File: config.mk
export PLATFORM = sky130hd
export DESIGN_NAME = refresh_timer_control
export DESIGN_NICKNAME = d
export VERILOG_FILES = /design/src/common/refresh_timer_pkg.sv /design/src/refresh_prescaler.sv /design/src/refresh_timer_control.sv
export SDC_FILE = /design/constraint.sdc
export NUM_CORES = 1
export LEC_CHECK = 0
export ABC_AREA = 1
export BUFFER_PORTS_ARGS = -buffer_cell sky130_fd_sc_hd__buf_2
export CAP_MARGIN = 20
export CELL_PAD_IN_SITES_DETAIL_PLACEMENT = 0
export CELL_PAD_IN_SITES_GLOBAL_PLACEMENT = 1
export CORE_MARGIN = 2
export CORE_UTILIZATION = 41
export DETAILED_ROUTE_END_ITERATION = 10
export GPL_ROUTABILITY_DRIVEN = 0
export PLACE_DENSITY = 0.81
export RECOVER_POWER = 25
export SETUP_SLACK_MARGIN = 0.2
export SLEW_MARGIN = 15
export SYNTH_ARGS = -nofsm -noshare
export SYNTH_HDL_FRONTEND = slang
export SYNTH_SLANG_ARGS = --single-unit
File: constraint.sdc
create_clock -name core_clk -period 3.5 [get_ports core_clk]
set_input_delay 0.175 -clock core_clk [delete_from_list [all_inputs] [get_ports core_clk]]
set_output_delay 0.175 -clock core_clk [all_outputs]
set_load 0.005 [all_outputs]
File: src/common/refresh_timer_pkg.sv
// package: register map, field layout, reset values and state types of the refresh timer
package refresh_timer_pkg;
  // register byte addresses (one aligned 32-bit word each)
  localparam logic [3:0] ADDR_CONTROL = 4'h0;
  localparam logic [3:0] ADDR_COUNT = 4'h4;
  localparam logic [3:0] ADDR_PERIOD = 4'h8;
  localparam logic [3:0] ADDR_STATUS = 4'hC;
  localparam int ADDR_W = 4;
  // control register field positions
  localparam int POS_CLK_SEL = 8;
  localparam int POS_REFRESH_ON = 7;
  localparam int POS_CMF = 15;
  localparam int POS_COMPARE_MATCH_IRQ_EN = 14;
  localparam int POS_WAIT = 4;
  localparam int POS_SELFREF = 3;
  localparam int POS_POSTPRE = 0;
  localparam int POS_PRECHARGE = 16;
  // reset values
  localparam logic [7:0] COUNT_RESET = 8'h00;
  localparam logic [7:0] PERIOD_RESET = 8'hFF;
  localparam logic [31:0] UNMAPPED_DATA = 32'h0000_0000;
  // prescaler: widest divide is 4096
  localparam int PRESCALE_W = 12;
  // refresh and post-self-refresh precharge cycles: base states before waits or extra states are added
  localparam logic [2:0] REFRESH_BASE_STATES = 3'h2;
  localparam logic [3:0] PRECHARGE_BASE_STATES = 4'h1;

  typedef enum logic [1:0] {
    SEQ_IDLE, SEQ_REFRESH, SEQ_SELFREF, SEQ_PRECHARGE
  } seq_state_e;

  // software-visible configuration
  typedef struct packed {
    logic [2:0] clk_sel;
    logic refresh_on;
    logic compare_match_irq_en;
    logic [1:0] wait_sel;
    logic self_refresh_en;
    logic [2:0] post_pre;
    logic [1:0] precharge;
  } config_s;

  // memory-side command strobes
  typedef struct packed {
    logic refresh_busy;
    logic self_refresh;
    logic precharge_busy;
  } mem_cmd_s;
endpackage : refresh_timer_pkg

File: src/refresh_prescaler.sv
// file: free-running prescaler that yields the selected count enable
`timescale 1ns/10ps
module refresh_prescaler
  import refresh_timer_pkg::*;
(
  // clock and reset
  input wire logic core_clk,
  input wire logic resetn,
  input wire logic hw_standby,
  // selection and result
  input wire logic [2:0] clk_sel,
  output logic tick
);
  typedef struct packed {
    logic [PRESCALE_W-1:0] div;
    logic tick;
  } pre_s;
  pre_s st_reg;
  pre_s st_next;
  logic [PRESCALE_W-1:0] div_inc;

  // tick when the low bits of the divider wrap; code 000 halts the count
  always_comb begin
    st_next = st_reg;
    div_inc = st_reg.div + 1'b1;
    st_next.div = div_inc;
    unique case (clk_sel)
      3'h0: st_next.tick = 1'b0;
      3'h1: st_next.tick = (div_inc[0:0] == '0);
      3'h2: st_next.tick = (div_inc[2:0] == '0);
      3'h3: st_next.tick = (div_inc[4:0] == '0);
      3'h4: st_next.tick = (div_inc[6:0] == '0);
      3'h5: st_next.tick = (div_inc[8:0] == '0);
      3'h6: st_next.tick = (div_inc[10:0] == '0);
      3'h7: st_next.tick = (div_inc[11:0] == '0);
    endcase
  end

  always_ff @(posedge core_clk) begin
    if (!resetn || hw_standby) begin
      st_reg <= '0;
    end else begin
      st_reg <= st_next;
    end
  end

  assign tick = st_reg.tick;

  AST_HALT_NO_TICK: assert property (@(posedge core_clk)
    disable iff (!resetn)
    (clk_sel == 3'h0) ##1 (clk_sel == 3'h0) |-> !tick)
    else $error("prescaler ticked while halted");
endmodule : refresh_prescaler

File: src/refresh_timer_control.sv
// file: refresh timer, compare logic, refresh sequencing and Avalon-MM registers
//
// The placing of the registers and the Avalon-MM slave port were left to the implementer.
`timescale 1ns/10ps
// Behaviour
// - refresh wait code 00..11 inserts zero to three wait states per refresh cycle.
// - one wait setting applies to all DRAM and synchronous DRAM areas.
// - self-refresh enable set enters self-refresh on software standby.
// - self-refresh enable acts only while refresh is on.
// - hardware clears self-refresh enable after leaving software standby; the code clears it only on leaving self-refresh.
// - post-self-refresh code adds zero to seven precharge states.
// - those extra states add to the normal two-bit precharge count.
// - counter is an 8-bit software read/write up-counter.
// - counter increments on the prescaled clock chosen by clock select.
// - match sets the compare flag and clears the counter to 00.
// - match with refresh on starts a refresh cycle.
// - match with refresh off and interrupt enable raises the interrupt.
// - counter resets to 00 on reset and hardware standby.
// - counter and period keep their values through software standby; the counter still advances on prescaler ticks during it.
// - period constant is an 8-bit software read/write register.
// - counter and period are compared every cycle.
// - period resets to FF on reset and hardware standby.
// - clock select 000 halts; others divide by 2 up to 4096.
// - with refresh off the timer works as a plain interval timer.
module refresh_timer_control
  import refresh_timer_pkg::*;
(
  // clock and reset
  input wire logic core_clk,
  input wire logic resetn,
  // chip power states (same clock domain)
  input wire logic hw_standby,
  input wire logic sw_standby,
  // Avalon-MM slave
  input wire logic [ADDR_W-1:0] avs_address,
  input wire logic avs_read,
  input wire logic avs_write,
  input wire logic [31:0] avs_writedata,
  input wire logic [3:0] avs_byteenable,
  output logic [31:0] avs_readdata,
  output logic avs_waitrequest,
  // memory side
  output logic refresh_busy,
  output logic self_refresh,
  output logic precharge_busy,
  // interrupt
  output logic compare_match_irq
);
  typedef struct packed {
    config_s cfg;
    logic [7:0] count;
    logic [7:0] period;
    logic compare_match_flag;
    logic irq;
    seq_state_e seq;
    logic [3:0] seq_cnt;
    logic post_selfref;
    logic [31:0] rdata;
    logic ack;
    mem_cmd_s cmd;
  } state_s;

  state_s st_reg;
  state_s st_next;
  logic tick;
  logic match;
  logic access;
  logic wr_ctrl;
  logic wr_count;
  logic wr_period;
  logic [31:0] ctrl_word;

  refresh_prescaler u_pre (
    .core_clk(core_clk),
    .resetn(resetn),
    .hw_standby(hw_standby),
    .clk_sel(st_reg.cfg.clk_sel),
    .tick(tick)
  );

  // a request is answered one cycle after it appears: waitrequest starts high
  assign access = (avs_read || avs_write) && !st_reg.ack;
  assign wr_ctrl = access && avs_write && (avs_address == ADDR_CONTROL);
  assign wr_count = access && avs_write && (avs_address == ADDR_COUNT) && avs_byteenable[0];
  assign wr_period = access && avs_write && (avs_address == ADDR_PERIOD) && avs_byteenable[0];
  assign match = (st_reg.count == st_reg.period);

  // control word as software sees it
  always_comb begin
    ctrl_word = '0;
    ctrl_word[POS_CLK_SEL +: 3] = st_reg.cfg.clk_sel;
    ctrl_word[POS_REFRESH_ON] = st_reg.cfg.refresh_on;
    ctrl_word[POS_CMF] = st_reg.compare_match_flag;
    ctrl_word[POS_COMPARE_MATCH_IRQ_EN] = st_reg.cfg.compare_match_irq_en;
    ctrl_word[POS_WAIT +: 2] = st_reg.cfg.wait_sel;
    ctrl_word[POS_SELFREF] = st_reg.cfg.self_refresh_en;
    ctrl_word[POS_POSTPRE +: 3] = st_reg.cfg.post_pre;
    ctrl_word[POS_PRECHARGE +: 2] = st_reg.cfg.precharge;
  end

  // whole next-state computation
  always_comb begin
    st_next = st_reg;
    st_next.ack = access;
    // bus read capture
    st_next.rdata = UNMAPPED_DATA;
    if (access && avs_read) begin
      unique case (avs_address)
        ADDR_CONTROL: st_next.rdata = ctrl_word;
        ADDR_COUNT: st_next.rdata = {24'h000000, st_reg.count};
        ADDR_PERIOD: st_next.rdata = {24'h000000, st_reg.period};
        ADDR_STATUS: st_next.rdata = {30'h0, st_reg.post_selfref, st_reg.cmd.self_refresh};
        default: st_next.rdata = UNMAPPED_DATA;
      endcase
    end
    // configuration writes, byte lane by lane
    if (wr_ctrl && avs_byteenable[0]) begin
      st_next.cfg.refresh_on = avs_writedata[POS_REFRESH_ON];
      st_next.cfg.wait_sel = avs_writedata[POS_WAIT +: 2];
      st_next.cfg.self_refresh_en = avs_writedata[POS_SELFREF];
      st_next.cfg.post_pre = avs_writedata[POS_POSTPRE +: 3];
    end
    if (wr_ctrl && avs_byteenable[1]) begin
      st_next.cfg.clk_sel = avs_writedata[POS_CLK_SEL +: 3];
      st_next.cfg.compare_match_irq_en = avs_writedata[POS_COMPARE_MATCH_IRQ_EN];
    end
    if (wr_ctrl && avs_byteenable[2]) begin
      st_next.cfg.precharge = avs_writedata[POS_PRECHARGE +: 2];
    end
    // flag: writing 0 to it clears; a match in the same cycle wins
    if (wr_ctrl && avs_byteenable[1] && !avs_writedata[POS_CMF]) begin
      st_next.compare_match_flag = 1'b0;
    end
    // counter: software write, tick increment, match clear
    if (wr_count) begin
      st_next.count = avs_writedata[7:0];
    end else if (match) begin
      st_next.count = COUNT_RESET;
    end else if (tick) begin
      st_next.count = st_reg.count + 8'h01;
    end
    if (wr_period) begin
      st_next.period = avs_writedata[7:0];
    end
    if (match) begin
      st_next.compare_match_flag = 1'b1;
    end
    // interrupt only in interval timer mode
    st_next.irq = st_next.compare_match_flag && st_next.cfg.compare_match_irq_en && !st_next.cfg.refresh_on;
    // refresh and self-refresh sequencing
    unique case (st_reg.seq)
      SEQ_IDLE: begin
        if (sw_standby && st_reg.cfg.self_refresh_en && st_reg.cfg.refresh_on) begin
          st_next.seq = SEQ_SELFREF;
        end else if (match && st_reg.cfg.refresh_on) begin
          st_next.seq = SEQ_REFRESH;
          st_next.seq_cnt = {1'b0, REFRESH_BASE_STATES} + {2'b00, st_reg.cfg.wait_sel};
        end
      end
      SEQ_REFRESH: begin
        if (st_reg.seq_cnt == 4'h1) begin
          st_next.seq = SEQ_IDLE;
        end
        st_next.seq_cnt = st_reg.seq_cnt - 4'h1;
      end
      SEQ_SELFREF: begin
        if (!sw_standby) begin
          st_next.seq = SEQ_PRECHARGE;
          st_next.cfg.self_refresh_en = 1'b0;
          st_next.post_selfref = 1'b1;
          st_next.seq_cnt = PRECHARGE_BASE_STATES + {2'b00, st_reg.cfg.precharge}
            + {1'b0, st_reg.cfg.post_pre};
        end
      end
      SEQ_PRECHARGE: begin
        if (st_reg.seq_cnt == 4'h1) begin
          st_next.seq = SEQ_IDLE;
        end
        st_next.seq_cnt = st_reg.seq_cnt - 4'h1;
      end
    endcase
    st_next.cmd.refresh_busy = (st_next.seq == SEQ_REFRESH);
    st_next.cmd.self_refresh = (st_next.seq == SEQ_SELFREF);
    st_next.cmd.precharge_busy = (st_next.seq == SEQ_PRECHARGE);
  end

  // hardware standby reinitialises like reset; software standby keeps state
  always_ff @(posedge core_clk) begin
    if (!resetn || hw_standby) begin
      st_reg <= '0;
      st_reg.count <= COUNT_RESET;
      st_reg.period <= PERIOD_RESET;
      st_reg.seq <= SEQ_IDLE;
    end else begin
      st_reg <= st_next;
    end
  end

  assign avs_readdata = st_reg.rdata;
  assign avs_waitrequest = !st_reg.ack;
  assign refresh_busy = st_reg.cmd.refresh_busy;
  assign self_refresh = st_reg.cmd.self_refresh;
  assign precharge_busy = st_reg.cmd.precharge_busy;
  assign compare_match_irq = st_reg.irq;

  // lengths are judged on the wait code that was live when the cycle was launched
  AST_MATCH_CLEARS: assert property (@(posedge core_clk)
    disable iff (!resetn || hw_standby)
    (st_reg.count == st_reg.period) && !wr_count |=> (st_reg.count == COUNT_RESET) && st_reg.compare_match_flag)
    else $error("match did not clear counter and set flag");
  AST_REFRESH_START: assert property (@(posedge core_clk)
    disable iff (!resetn || hw_standby)
    match && st_reg.cfg.refresh_on && st_reg.seq == SEQ_IDLE && !sw_standby |=> refresh_busy)
    else $error("refresh did not start");
  AST_REFRESH_LEN0: assert property (@(posedge core_clk)
    disable iff (!resetn || hw_standby)
    $rose(refresh_busy) && $past(st_reg.cfg.wait_sel) == 2'b00 |-> refresh_busy[*2] ##1 !refresh_busy)
    else $error("refresh length wrong for zero waits");
  AST_REFRESH_LEN3: assert property (@(posedge core_clk)
    disable iff (!resetn || hw_standby)
    $rose(refresh_busy) && $past(st_reg.cfg.wait_sel) == 2'b11 |-> refresh_busy[*5] ##1 !refresh_busy)
    else $error("refresh length wrong for three waits");
  AST_IRQ_MODE: assert property (@(posedge core_clk)
    disable iff (!resetn || hw_standby)
    compare_match_irq |-> st_reg.compare_match_flag && st_reg.cfg.compare_match_irq_en && !st_reg.cfg.refresh_on)
    else $error("interrupt without its cause");
  AST_FLAG_STICKY: assert property (@(posedge core_clk)
    disable iff (!resetn || hw_standby)
    st_reg.compare_match_flag && !wr_ctrl |=> st_reg.compare_match_flag)
    else $error("compare flag dropped by itself");
  AST_SELFREF_GATE: assert property (@(posedge core_clk)
    disable iff (!resetn || hw_standby)
    $rose(self_refresh) |-> $past(st_reg.cfg.refresh_on) && $past(st_reg.cfg.self_refresh_en))
    else $error("self-refresh entered while not enabled");
  AST_SELFREF_CLEAR: assert property (@(posedge core_clk)
    disable iff (!resetn || hw_standby)
    $fell(self_refresh) |-> !st_reg.cfg.self_refresh_en && precharge_busy)
    else $error("self-refresh enable not cleared on exit");
  AST_PERIOD_WRITE: assert property (@(posedge core_clk)
    disable iff (!resetn || hw_standby)
    wr_period |=> st_reg.period == $past(avs_writedata[7:0]))
    else $error("period write lost");

  // counter and period between matches
  AST_COUNT_TICK: assert property (@(posedge core_clk)
    disable iff (!resetn || hw_standby)
    tick && !match && !wr_count |=> st_reg.count == $past(st_reg.count) + 8'h01)
    else $error("counter missed a prescaler tick");
  AST_COUNT_HOLD: assert property (@(posedge core_clk)
    disable iff (!resetn || hw_standby)
    !tick && !match && !wr_count |=> $stable(st_reg.count))
    else $error("counter moved without a tick");
  AST_COUNT_WRITE: assert property (@(posedge core_clk)
    disable iff (!resetn || hw_standby)
    wr_count |=> st_reg.count == $past(avs_writedata[7:0]))
    else $error("counter write lost");
  AST_PERIOD_HOLD: assert property (@(posedge core_clk)
    disable iff (!resetn || hw_standby)
    !wr_period |=> $stable(st_reg.period))
    else $error("period changed without a write");
  AST_PERIOD_STANDBY: assert property (@(posedge core_clk)
    disable iff (!resetn || hw_standby)
    sw_standby && !wr_period |=> $stable(st_reg.period))
    else $error("period lost in software standby");
  AST_COUNT_STANDBY: assert property (@(posedge core_clk)
    disable iff (!resetn || hw_standby)
    sw_standby && !tick && !match && !wr_count |=> $stable(st_reg.count))
    else $error("counter lost in software standby");
  // reset checks run without a disable so that they see the reset itself
  AST_RESET_COUNT: assert property (@(posedge core_clk)
    !resetn || hw_standby |=> st_reg.count == COUNT_RESET)
    else $error("counter not cleared by reset");
  AST_RESET_PERIOD: assert property (@(posedge core_clk)
    !resetn || hw_standby |=> st_reg.period == PERIOD_RESET)
    else $error("period not preset by reset");

  // flag and interrupt
  AST_IRQ_SET: assert property (@(posedge core_clk)
    disable iff (!resetn || hw_standby)
    match && st_reg.cfg.compare_match_irq_en && !st_reg.cfg.refresh_on && !wr_ctrl |=> compare_match_irq)
    else $error("interrupt not raised on match");
  AST_IRQ_QUIET: assert property (@(posedge core_clk)
    disable iff (!resetn || hw_standby)
    st_reg.cfg.refresh_on |-> !compare_match_irq)
    else $error("interrupt raised with refresh on");
  AST_FLAG_CLEAR: assert property (@(posedge core_clk)
    disable iff (!resetn || hw_standby)
    wr_ctrl && avs_byteenable[1] && !avs_writedata[POS_CMF] && !match |=> !st_reg.compare_match_flag)
    else $error("compare flag not cleared by write");
  AST_IRQ_HOLD: assert property (@(posedge core_clk)
    disable iff (!resetn || hw_standby)
    compare_match_irq && !wr_ctrl |=> compare_match_irq)
    else $error("interrupt dropped by itself");

  // refresh sequencing
  AST_REFRESH_LEN1: assert property (@(posedge core_clk)
    disable iff (!resetn || hw_standby)
    $rose(refresh_busy) && $past(st_reg.cfg.wait_sel) == 2'b01 |-> refresh_busy[*3] ##1 !refresh_busy)
    else $error("refresh length wrong for one wait");
  AST_REFRESH_LEN2: assert property (@(posedge core_clk)
    disable iff (!resetn || hw_standby)
    $rose(refresh_busy) && $past(st_reg.cfg.wait_sel) == 2'b10 |-> refresh_busy[*4] ##1 !refresh_busy)
    else $error("refresh length wrong for two waits");
  AST_REFRESH_CAUSE: assert property (@(posedge core_clk)
    disable iff (!resetn || hw_standby)
    $rose(refresh_busy) |-> $past(match) && $past(st_reg.cfg.refresh_on))
    else $error("refresh started without a match");
  AST_REFRESH_ALONE: assert property (@(posedge core_clk)
    disable iff (!resetn || hw_standby)
    self_refresh || precharge_busy |-> !refresh_busy)
    else $error("refresh overlaps self-refresh");

  // self-refresh entry, stay and exit precharge
  AST_SELFREF_ENTRY: assert property (@(posedge core_clk)
    disable iff (!resetn || hw_standby)
    st_reg.seq == SEQ_IDLE && sw_standby && st_reg.cfg.self_refresh_en && st_reg.cfg.refresh_on
    |=> self_refresh)
    else $error("self-refresh not entered");
  AST_SELFREF_HOLD: assert property (@(posedge core_clk)
    disable iff (!resetn || hw_standby)
    self_refresh && sw_standby |=> self_refresh)
    else $error("self-refresh left during standby");
  AST_SELFREF_OFF: assert property (@(posedge core_clk)
    disable iff (!resetn || hw_standby)
    st_reg.seq == SEQ_IDLE && !st_reg.cfg.refresh_on |=> !self_refresh)
    else $error("self-refresh entered with refresh off");
  AST_PRE_LEN_MIN: assert property (@(posedge core_clk)
    disable iff (!resetn || hw_standby)
    $rose(precharge_busy) && $past(st_reg.cfg.post_pre) == 3'h0 && $past(st_reg.cfg.precharge) == 2'h0
    |-> precharge_busy ##1 !precharge_busy)
    else $error("precharge length wrong for no extra states");
  AST_PRE_LEN_MAX: assert property (@(posedge core_clk)
    disable iff (!resetn || hw_standby)
    $rose(precharge_busy) && $past(st_reg.cfg.post_pre) == 3'h7 && $past(st_reg.cfg.precharge) == 2'h0
    |-> precharge_busy[*8] ##1 !precharge_busy)
    else $error("precharge length wrong for seven extra states");
  AST_PRE_LEN_SUM: assert property (@(posedge core_clk)
    disable iff (!resetn || hw_standby)
    $rose(precharge_busy) && $past(st_reg.cfg.post_pre) == 3'h5 && $past(st_reg.cfg.precharge) == 2'h2
    |-> precharge_busy[*8] ##1 !precharge_busy)
    else $error("extra states not added to precharge count");

  // register bus: one wait state, then a single answer cycle
  AST_BUS_ANSWER: assert property (@(posedge core_clk)
    disable iff (!resetn || hw_standby)
    (avs_read || avs_write) && avs_waitrequest |=> !avs_waitrequest)
    else $error("request not answered");
  AST_BUS_SINGLE: assert property (@(posedge core_clk)
    disable iff (!resetn || hw_standby)
    !avs_waitrequest |=> avs_waitrequest)
    else $error("answer stood longer than one cycle");
  AST_READ_COUNT: assert property (@(posedge core_clk)
    disable iff (!resetn || hw_standby)
    access && avs_read && avs_address == ADDR_COUNT |=> avs_readdata[7:0] == $past(st_reg.count))
    else $error("counter read returned wrong value");
endmodule : refresh_timer_control

==> insert_results.sql, run 1 <==
INSERT INTO impl_metrics (metric_group, metric, value, unit) VALUES
('sta', 'setup_viol', '0', ''),
('sta', 'max_freq', '515', 'MHz'),
('final_layout', 'flow.area_growth_from_synthesis', '8.56', '%'),
('grt', 'number_of_antenna_violations_at_the_first_check_in_global_routing', '0', ''),
('yosys', 'ys_seq_elements', '70', ''),
('sta', 'timing.final.hold_violations', '0', ''),
('worst_setup_path', 'timing.critical_path.fanout_max', '21', ''),
('sta', 'slew-limit-headroom', '34.1', '%'),
('worst_setup_path', 'reg2reg_from', 'u_pre.st_reg[1]$_SDFF_PP0_', ''),
('clock_tree', 'h-tree-depth', '3', ''),
('clock_tree', 'clock_latency_on_the_worst_skew_pair', '340', 'ps'),
('run_status', 'outcome', 'completed', ''),
('sta', 'timing.final.max_slew_violations', '0', ''),
('grt', 'tot_gr_track_use', '18.7', '%'),
('yosys', 'synthesis.instances', '533', ''),
('floorplanning', 'design.core.area', '8760', 'um2'),
('yosys', 'yosys_warnings', '0', ''),
('sta', 'final.setup_skew', '11.5', 'ps'),
('drt', 'routed_wirelength', '8.82', 'mm'),
('worst_setup_path', 'worst-setup-path-type', 'input port to register', ''),
('worst_setup_path', 'first_element_of_the_critical_path', 'hw_standby', ''),
('yosys', 'syn-cell-area', '3710', 'um2'),
('job', 'max-cap-violations', '0', ''),
('pwr', 'leakage_power_total', '1.82', 'nW'),
('floorplanning', 'die_w', '99.2', 'um'),
('placed_design', 'placed_cells', '663', ''),
('yosys', 'synth_seq_area_share', '37.7', '%'),
('drt', 'drt-wirelength-per-cell', '13.0', 'um'),
('yosys', 'yosys.area.top_type_share', '37.7', '%'),
('worst_setup_path', 'reg2reg_setup_slack', '1770', 'ps'),
('sta', 'final.period_utilization', '55.5', '%'),
('pwr', 'vdd_ir_drop_max', '0.000182', 'V'),
('final_layout', 'ff_latch_area', '1400', 'um2'),
('drt', 'dr_total_vias', '3242', ''),
('floorplanning', 'starting_density_of_the_core', '42.4', '%'),
('placed_design', 'port_buffers', '47', ''),
('hold_path', 'worstHoldStart', 'avs_writedata[6]', ''),
('pwr', 'power_density', '375', 'nW/um2'),
('worst_setup_path', 'worstPathRequired', '3780', 'ps'),
('sta', 'final.setup.tns', '0', 'ps'),
('worst_setup_path', 'critical_path_source_type', 'input port', ''),
('final_layout', 'post_layout_nonfiller_instances', '678', ''),
('drt', 'drc_errors', '0', ''),
('sta', 'rsz_0062_raised_after_global_routing', 'false', ''),
('final_layout', 'layout.filler_cells', '919', ''),
('final_layout', 'layout_commonest_cell', 'nand2_1', ''),
('grt', 'grt_max_degree', '24', ''),
('grt', 'grt_ovf', '0', ''),
('drt', 'firstDrtPassIters', '4', ''),
('worst_setup_path', 'critPathMaxStageDelay', '740', 'ps'),
('worst_setup_path', 'timing.critical_path.arrival', '2220', 'ps'),
('final_layout', 'largest_register_ffs', '24', ''),
('clock_tree', 'cts_hold_fix_bufs', '0', ''),
('clock_tree', 'cts_inserted_buffers', '9', ''),
('yosys', 'yosysTopAreaCell', 'dfxtp_1', ''),
('hold_path', 'min-delay-path-class', 'input port to register', ''),
('final_layout', 'most_frequent_cells_in_the_layout', 'nand2_1 (125), inv_1 (70), dfxtp_1 (70), nor2_1 (65), buf_2 (40)', ''),
('worst_setup_path', 'crit_path_top_delay_cell', 'nor2_1', ''),
('clock_tree', 'clockBufferDepth', '2', ''),
('sta', 'tightestPinTransition', '985', 'ps'),
('grt', 'grt_pass1_vias', '2992', ''),
('final_layout', 'area_used_by_multi_input_combinational_logic', '1800', 'um2'),
('floorplanning', 'top_level_ports', '83', ''),
('grt', 'grt_pass1_wl', '14.3', 'mm'),
('placed_design', 'dp_hpwl', '6.71', 'mm'),
('final_layout', 'num_antenna_cells', '0', ''),
('drt', 'antenna_violating_nets_post_route', '0', ''),
('clock_tree', 'cts_resized', '0', ''),
('clock_tree', 'cts_tree', 'built', ''),
('yosys', 'leading_post_synthesis_cells_by_cell_area', 'dfxtp_1 (38%), nand2_1 (13%), inv_1 (7.1%)', ''),
('sta', 'finalWorstPathRequiredPeriod', '1940', 'ps');
==> layer usage <==
metal  wire length, um  vias to the layer above  track usage, %
li1                  -                     1696               -
met1              4500                     1447            26.2
met2              3760                       88            28.7
met3               403                       11            3.09
met4               151                        0            7.59
met5                 0                        -               0
==> cells in the mapped netlist (all sizes together) <==
master and count:
conb 1, a22oi 1, o211ai 6, dfxtp 70, nor3 11, xnor2 2, o31ai 1, clkinv 1
o21ai 21, nor2 74, a31oi 1, nand3 32, nand2 136, fa 1, ha 7, a21oi 25
o22ai 6, clkbuf 5, a221oi 2, xor2 9, buf 37, inv 74, nor4 1, a21boi 1
o221ai 3, nand4 5
==> logic make-up after synthesis <==
| kind of cell | Yosys count | synth area share [%] |
|---|---|---|
| XOR/XNOR | 11 | 2.59 |
| adder cells (fa/ha/maj) | 8 | 2.90 |
| flip-flops | 70 | 37.7 |
| buffers and inverters | 117 | 15.5 |
| other | 1 | 0.101 |
| AND/OR/NAND/NOR | 259 | 30.6 |
| AO/OA/AOI/OAI | 67 | 10.6 |
==> critical path, delay by kind of cell <==
kind	cells	cell delay, ps
buf+inv	3	810
simple gates	3	870
compound gates	2	350
==> stage by stage <==
stage / hold slack, ps / power, mW / util [%] / worst slack [ps] / area, um2
finish: 60.4 / 1.51 / 46.0 / 1560 / 4030
global route: 53.1 / 1.57 / 46.0 / 1230 / 4030
CTS: 51.7 / 1.53 / 46.1 / 1760 / 4040
detailed placement: 414 / 0.892 / 44.0 / 1520 / 3860
global placement: 400 / 0.892 / 44.0 / 1540 / 3860
floorplan: 288 / 0.872 / - / 1980 / 3770
==> where the power goes <==
| part | internal [mW] | total (mW) | switching (mW) |
|---|---|---|---|
| sequential | 0.800 | 0.803 | 0.00294 |
| clock | 0.347 | 0.637 | 0.290 |
| combinational | 0.0217 | 0.0707 | 0.0490 |
==> cell type report <==
cell class | instances | share of cell area [%]
clock buffer | 14 | 3.79
multi-input combinational | 362 | 44.6
clock inverter | 1 | 0.745
tap | 108 | 3.35
inverter | 75 | 6.98
timing repair buffer | 48 | 5.80
sequential | 70 | 34.8
==> path summary, 6_finish.rpt <==
kind / endpoint / cells after the start
worst max-delay path: compare_match_irq$_SDFF_PP0_ / 8
worst min register to register: avs_readdata[15]$_SDFF_PP0_ / 2
worst max register to register: u_pre.tick$_SDFF_PP0_ / 13
worst min-delay path: st_reg[51]$_SDFFE_PP1P_ / 3
Power figures use the tool's default switching activity.
==> run 2: changes to the inputs <==
--- a/config.mk
+++ b/config.mk
@@ -11,10 +11,10 @@
 export CELL_PAD_IN_SITES_DETAIL_PLACEMENT = 0
 export CELL_PAD_IN_SITES_GLOBAL_PLACEMENT = 1
 export CORE_MARGIN = 2
-export CORE_UTILIZATION = 41
+export CORE_UTILIZATION = 35
 export DETAILED_ROUTE_END_ITERATION = 10
 export GPL_ROUTABILITY_DRIVEN = 0
-export PLACE_DENSITY = 0.81
+export PLACE_DENSITY = 0.73
 export RECOVER_POWER = 25
 export SETUP_SLACK_MARGIN = 0.2
 export SLEW_MARGIN = 15
==> constraint.sdc (replaced) <==
create_clock -name core_clk -period 1.6 [get_ports core_clk]
set_input_delay 0.08 -clock core_clk [delete_from_list [all_inputs] [get_ports core_clk]]
set_output_delay 0.08 -clock core_clk [all_outputs]
set_load 0.005 [all_outputs]
==> insert_results.sql, run 2 (synthesized netlist as in run 1, its figures left out) <==
INSERT INTO impl_metrics (metric_group, metric, value, unit) VALUES
('run_status', 'outcome', 'completed', ''),
('worst_setup_path', 'cp_num_buf_inv', '1', ''),
('hold_path', 'hold_path_depth', '3', ''),
('drt', 'drt-initial-drc-count', '173', ''),
('hold_path', 'min-delay-path-class', 'input port to register', ''),
('pwr', 'power_switching_share', '24.1', '%'),
('sta', 'final.setup.tns', '0', 'ps'),
('floorplanning', 'row_count', '37', ''),
('final_layout', 'largest_register_ffs', '24', ''),
('sta', 'final.setup_skew', '12.6', 'ps'),
('clock_tree', 'clockBufferDepth', '2', ''),
('job', 'max-cap-violations', '0', ''),
('drt', 'dr_total_vias', '3489', ''),
('grt', 'grt_ovf', '0', ''),
('drt', 'routed_via_density', '4.63', ''),
('pwr', 'leakage_power_total', '2.18', 'nW'),
('clock_tree', 'cts_root_buf', 'clkbuf_8', ''),
('worst_setup_path', 'critPathMostFrequentCell', 'nand2_2', ''),
('sta', 'finalWorstPathRequiredPeriod', '1510', 'ps'),
('floorplanning', 'design.core.area', '10300', 'um2'),
('clock_tree', 'h-tree-depth', '3', ''),
('worst_setup_path', 'worst-setup-path-type', 'register to register', ''),
('placed_design', 'dp_hpwl', '7.39', 'mm'),
('clock_tree', 'clock_latency_on_the_worst_skew_pair', '340', 'ps'),
('pwr', 'seq_power_share', '54.8', '%'),
('grt', 'number_of_antenna_violations_at_the_first_check_in_global_routing', '0', ''),
('drt', 'antenna_violating_nets_post_route', '0', ''),
('sta', 'final.period_utilization', '94.6', '%'),
('placed_design', 'port_buffers', '47', ''),
('drt', 'routed_wirelength', '9.92', 'mm'),
('clock_tree', 'cts_tree', 'built', ''),
('floorplanning', 'die_w', '107', 'um'),
('final_layout', 'area_used_by_multi_input_combinational_logic', '2120', 'um2'),
('worst_setup_path', 'worstPathRequired', '1880', 'ps'),
('grt', 'grt_max_degree', '18', ''),
('pwr', 'power.internal', '2.42', 'mW'),
('grt', 'grt_pass1_wl', '15.8', 'mm'),
('worst_setup_path', 'critical_path.cell_chain', 'ha_4, nand2_4, nor2_4, nand2_2, nand2_2, nand2_2, nor2_2, nand2_1, nor2_1, nand3_1, nand3_1, nand2_1, inv_1', ''),
('clock_tree', 'cts.sink_count', '70', ''),
('grt', 'tot_gr_track_use', '17.7', '%'),
('worst_setup_path', 'setup_crit_end_kind', 'register', ''),
('final_layout', 'drive_above_1_share', '34.0', '%'),
('worst_setup_path', 'cp_num_cells', '13', ''),
('final_layout', 'ff_latch_area', '1440', 'um2'),
('pwr', 'power_density', '656', 'nW/um2'),
('clock_tree', 'cts_inserted_buffers', '9', ''),
('floorplanning', 'die_area', '11500', 'um2'),
('floorplanning', 'starting_density_of_the_core', '36.0', '%'),
('floorplanning', 'die_height', '107', 'um'),
('final_layout', 'utilization', '47.1', '%'),
('worst_setup_path', 'crit_path_top_delay_cell', 'dfxtp_4', ''),
('pwr', 'clockPowerShare', '38.8', '%'),
('final_layout', 'most_frequent_cells_in_the_layout', 'nand2_1 (99), inv_1 (67), dfxtp_1 (53), nor2_1 (49), buf_2 (44)', ''),
('sta', 'setup_viol', '0', ''),
('pwr', 'p_total', '3.19', 'mW'),
('grt', 'grt_pass1_vias', '3248', ''),
('drt', 'drc_errors', '0', ''),
('worst_setup_path', 'critPathTopFamily', 'simple AND/OR/NAND/NOR gates', ''),
('worst_setup_path', 'critPathMaxStageDelay', '370', 'ps'),
('sta', 'max_freq', '661', 'MHz'),
('worst_setup_path', 'timing.critical_path.arrival', '1790', 'ps'),
('pwr', 'total_switching_power', '0.769', 'mW'),
('final_layout', 'num_antenna_cells', '0', ''),
('drt', 'drt-wirelength-per-cell', '13.1', 'um'),
('clock_tree', 'clk_pin_slew', '70', 'ps'),
('sta', 'rsz_0062_raised_after_global_routing', 'true', ''),
('floorplanning', 'top_level_ports', '83', ''),
('drt', 'firstDrtPassIters', '4', ''),
('final_layout', 'final_nets', '667', ''),
('worst_setup_path', 'critical_path_source_type', 'register', ''),
('pwr', 'comb_power_share', '6.4', '%'),
('final_layout', 'layout.filler_cells', '1038', ''),
('final_layout', 'flow.area_growth_from_synthesis', '31.0', '%'),
('worst_setup_path', 'r2r.worst_path.cells', '13', ''),
('sta', 'timing.final.max_slew_violations', '0', ''),
('pwr', 'vdd_ir_drop_max', '0.000363', 'V'),
('final_layout', 'layout_commonest_cell', 'nand2_1', ''),
('worst_setup_path', 'timing.critical_path.fanout_max', '4', ''),
('sta', 'timing.final.hold_violations', '0', '');
[run 2: changes by cell type in the layout (fill, tap and decap cells not counted), moves of 6 or more]
cell	before	now
dfxtp_1	70	53
dlygate4sd3_1	0	6
buf_4	1	30
nor2_2	5	11
nor2_1	65	49
nand2_4	1	10
nor2_4	4	14
dfxtp_2	0	12
nand2_2	10	27
buf_6	0	9
nand2_1	125	99
clkbuf_1	11	5
[run 2: what timing repair did]
| action | CTS | global route |
|---|---|---|
| hold buffers | 6 | 0 |
| pin swaps | 14 | 37 |
| setup buffers | 8 | 7 |
| endpoints found under the hold margin | 7 | 0 |
| setup endpoints to repair | 17 | 29 |
| resized for setup | 30 | 87 |
| cloned | 0 | 1 |
[run 2: area by class of cell]
class / count / area share, %
multi-input cells: 362 / 43.6
flip-flops and latches: 70 / 29.5
repair buffers: 95 / 14.0
inverters: 75 / 5.89
well taps: 136 / 3.50
clock buffers: 12 / 2.98
clock inverters: 4 / 0.463
[run 2: path summary, 6_finish.rpt]
path	start	endpoint	slack, ps
worst max-delay path	u_pre.st_reg[1]$_SDFF_PP0_	u_pre.tick$_SDFF_PP0_	90
worst min-delay path	avs_writedata[1]	st_reg[46]$_SDFFE_PP1P_	10
worst max register to register	u_pre.st_reg[1]$_SDFF_PP0_	u_pre.tick$_SDFF_PP0_	90
worst min register to register	ctrl_word[14]$_SDFF_PP0_	avs_readdata[14]$_SDFF_PP0_	450
[run 2: per-layer routing]
layer | share of wire, % | routed length (um) | vias up | track usage [%]
li1 | - | - | 1795 | -
met1 | 47 | 4670 | 1571 | 23.6
met2 | 44 | 4400 | 103 | 28.2
met3 | 6.1 | 603 | 20 | 3.59
met4 | 2.5 | 244 | 0 | 6.59
met5 | 0 | 0 | - | 0
[run 2: per-stage QoR]
stage	worst slack [ps]	hold WS, ps	instance area (um2)	instances
after floorplan	169	193	3780	549
after global placement	39.6	308	4120	716
after detailed placement	20.1	309	4120	716
after CTS	66.7	2.91	4510	746
after global routing	-60.1	18.4	4860	754
final	87.1	11.6	4860	754
[run 2: power groups by stage]
| stage | clock (mW) | combinational, mW | sequential, mW |
|---|---|---|---|
| 2_1_floorplan | 0 | 0.114 | 1.80 |
| 3_3_place_gp | 0 | 0.174 | 1.80 |
| 3_5_place_dp | 0 | 0.174 | 1.80 |
| 4_1_cts | 1.28 | 0.189 | 1.75 |
| 5_1_grt | 1.36 | 0.228 | 1.75 |
| 6_report | 1.24 | 0.203 | 1.75 |
[run 2: tightest hold or removal path, stage by stage]
cell      delay [ps]
buf_2            110
nand2_1           60
o211ai_1          60
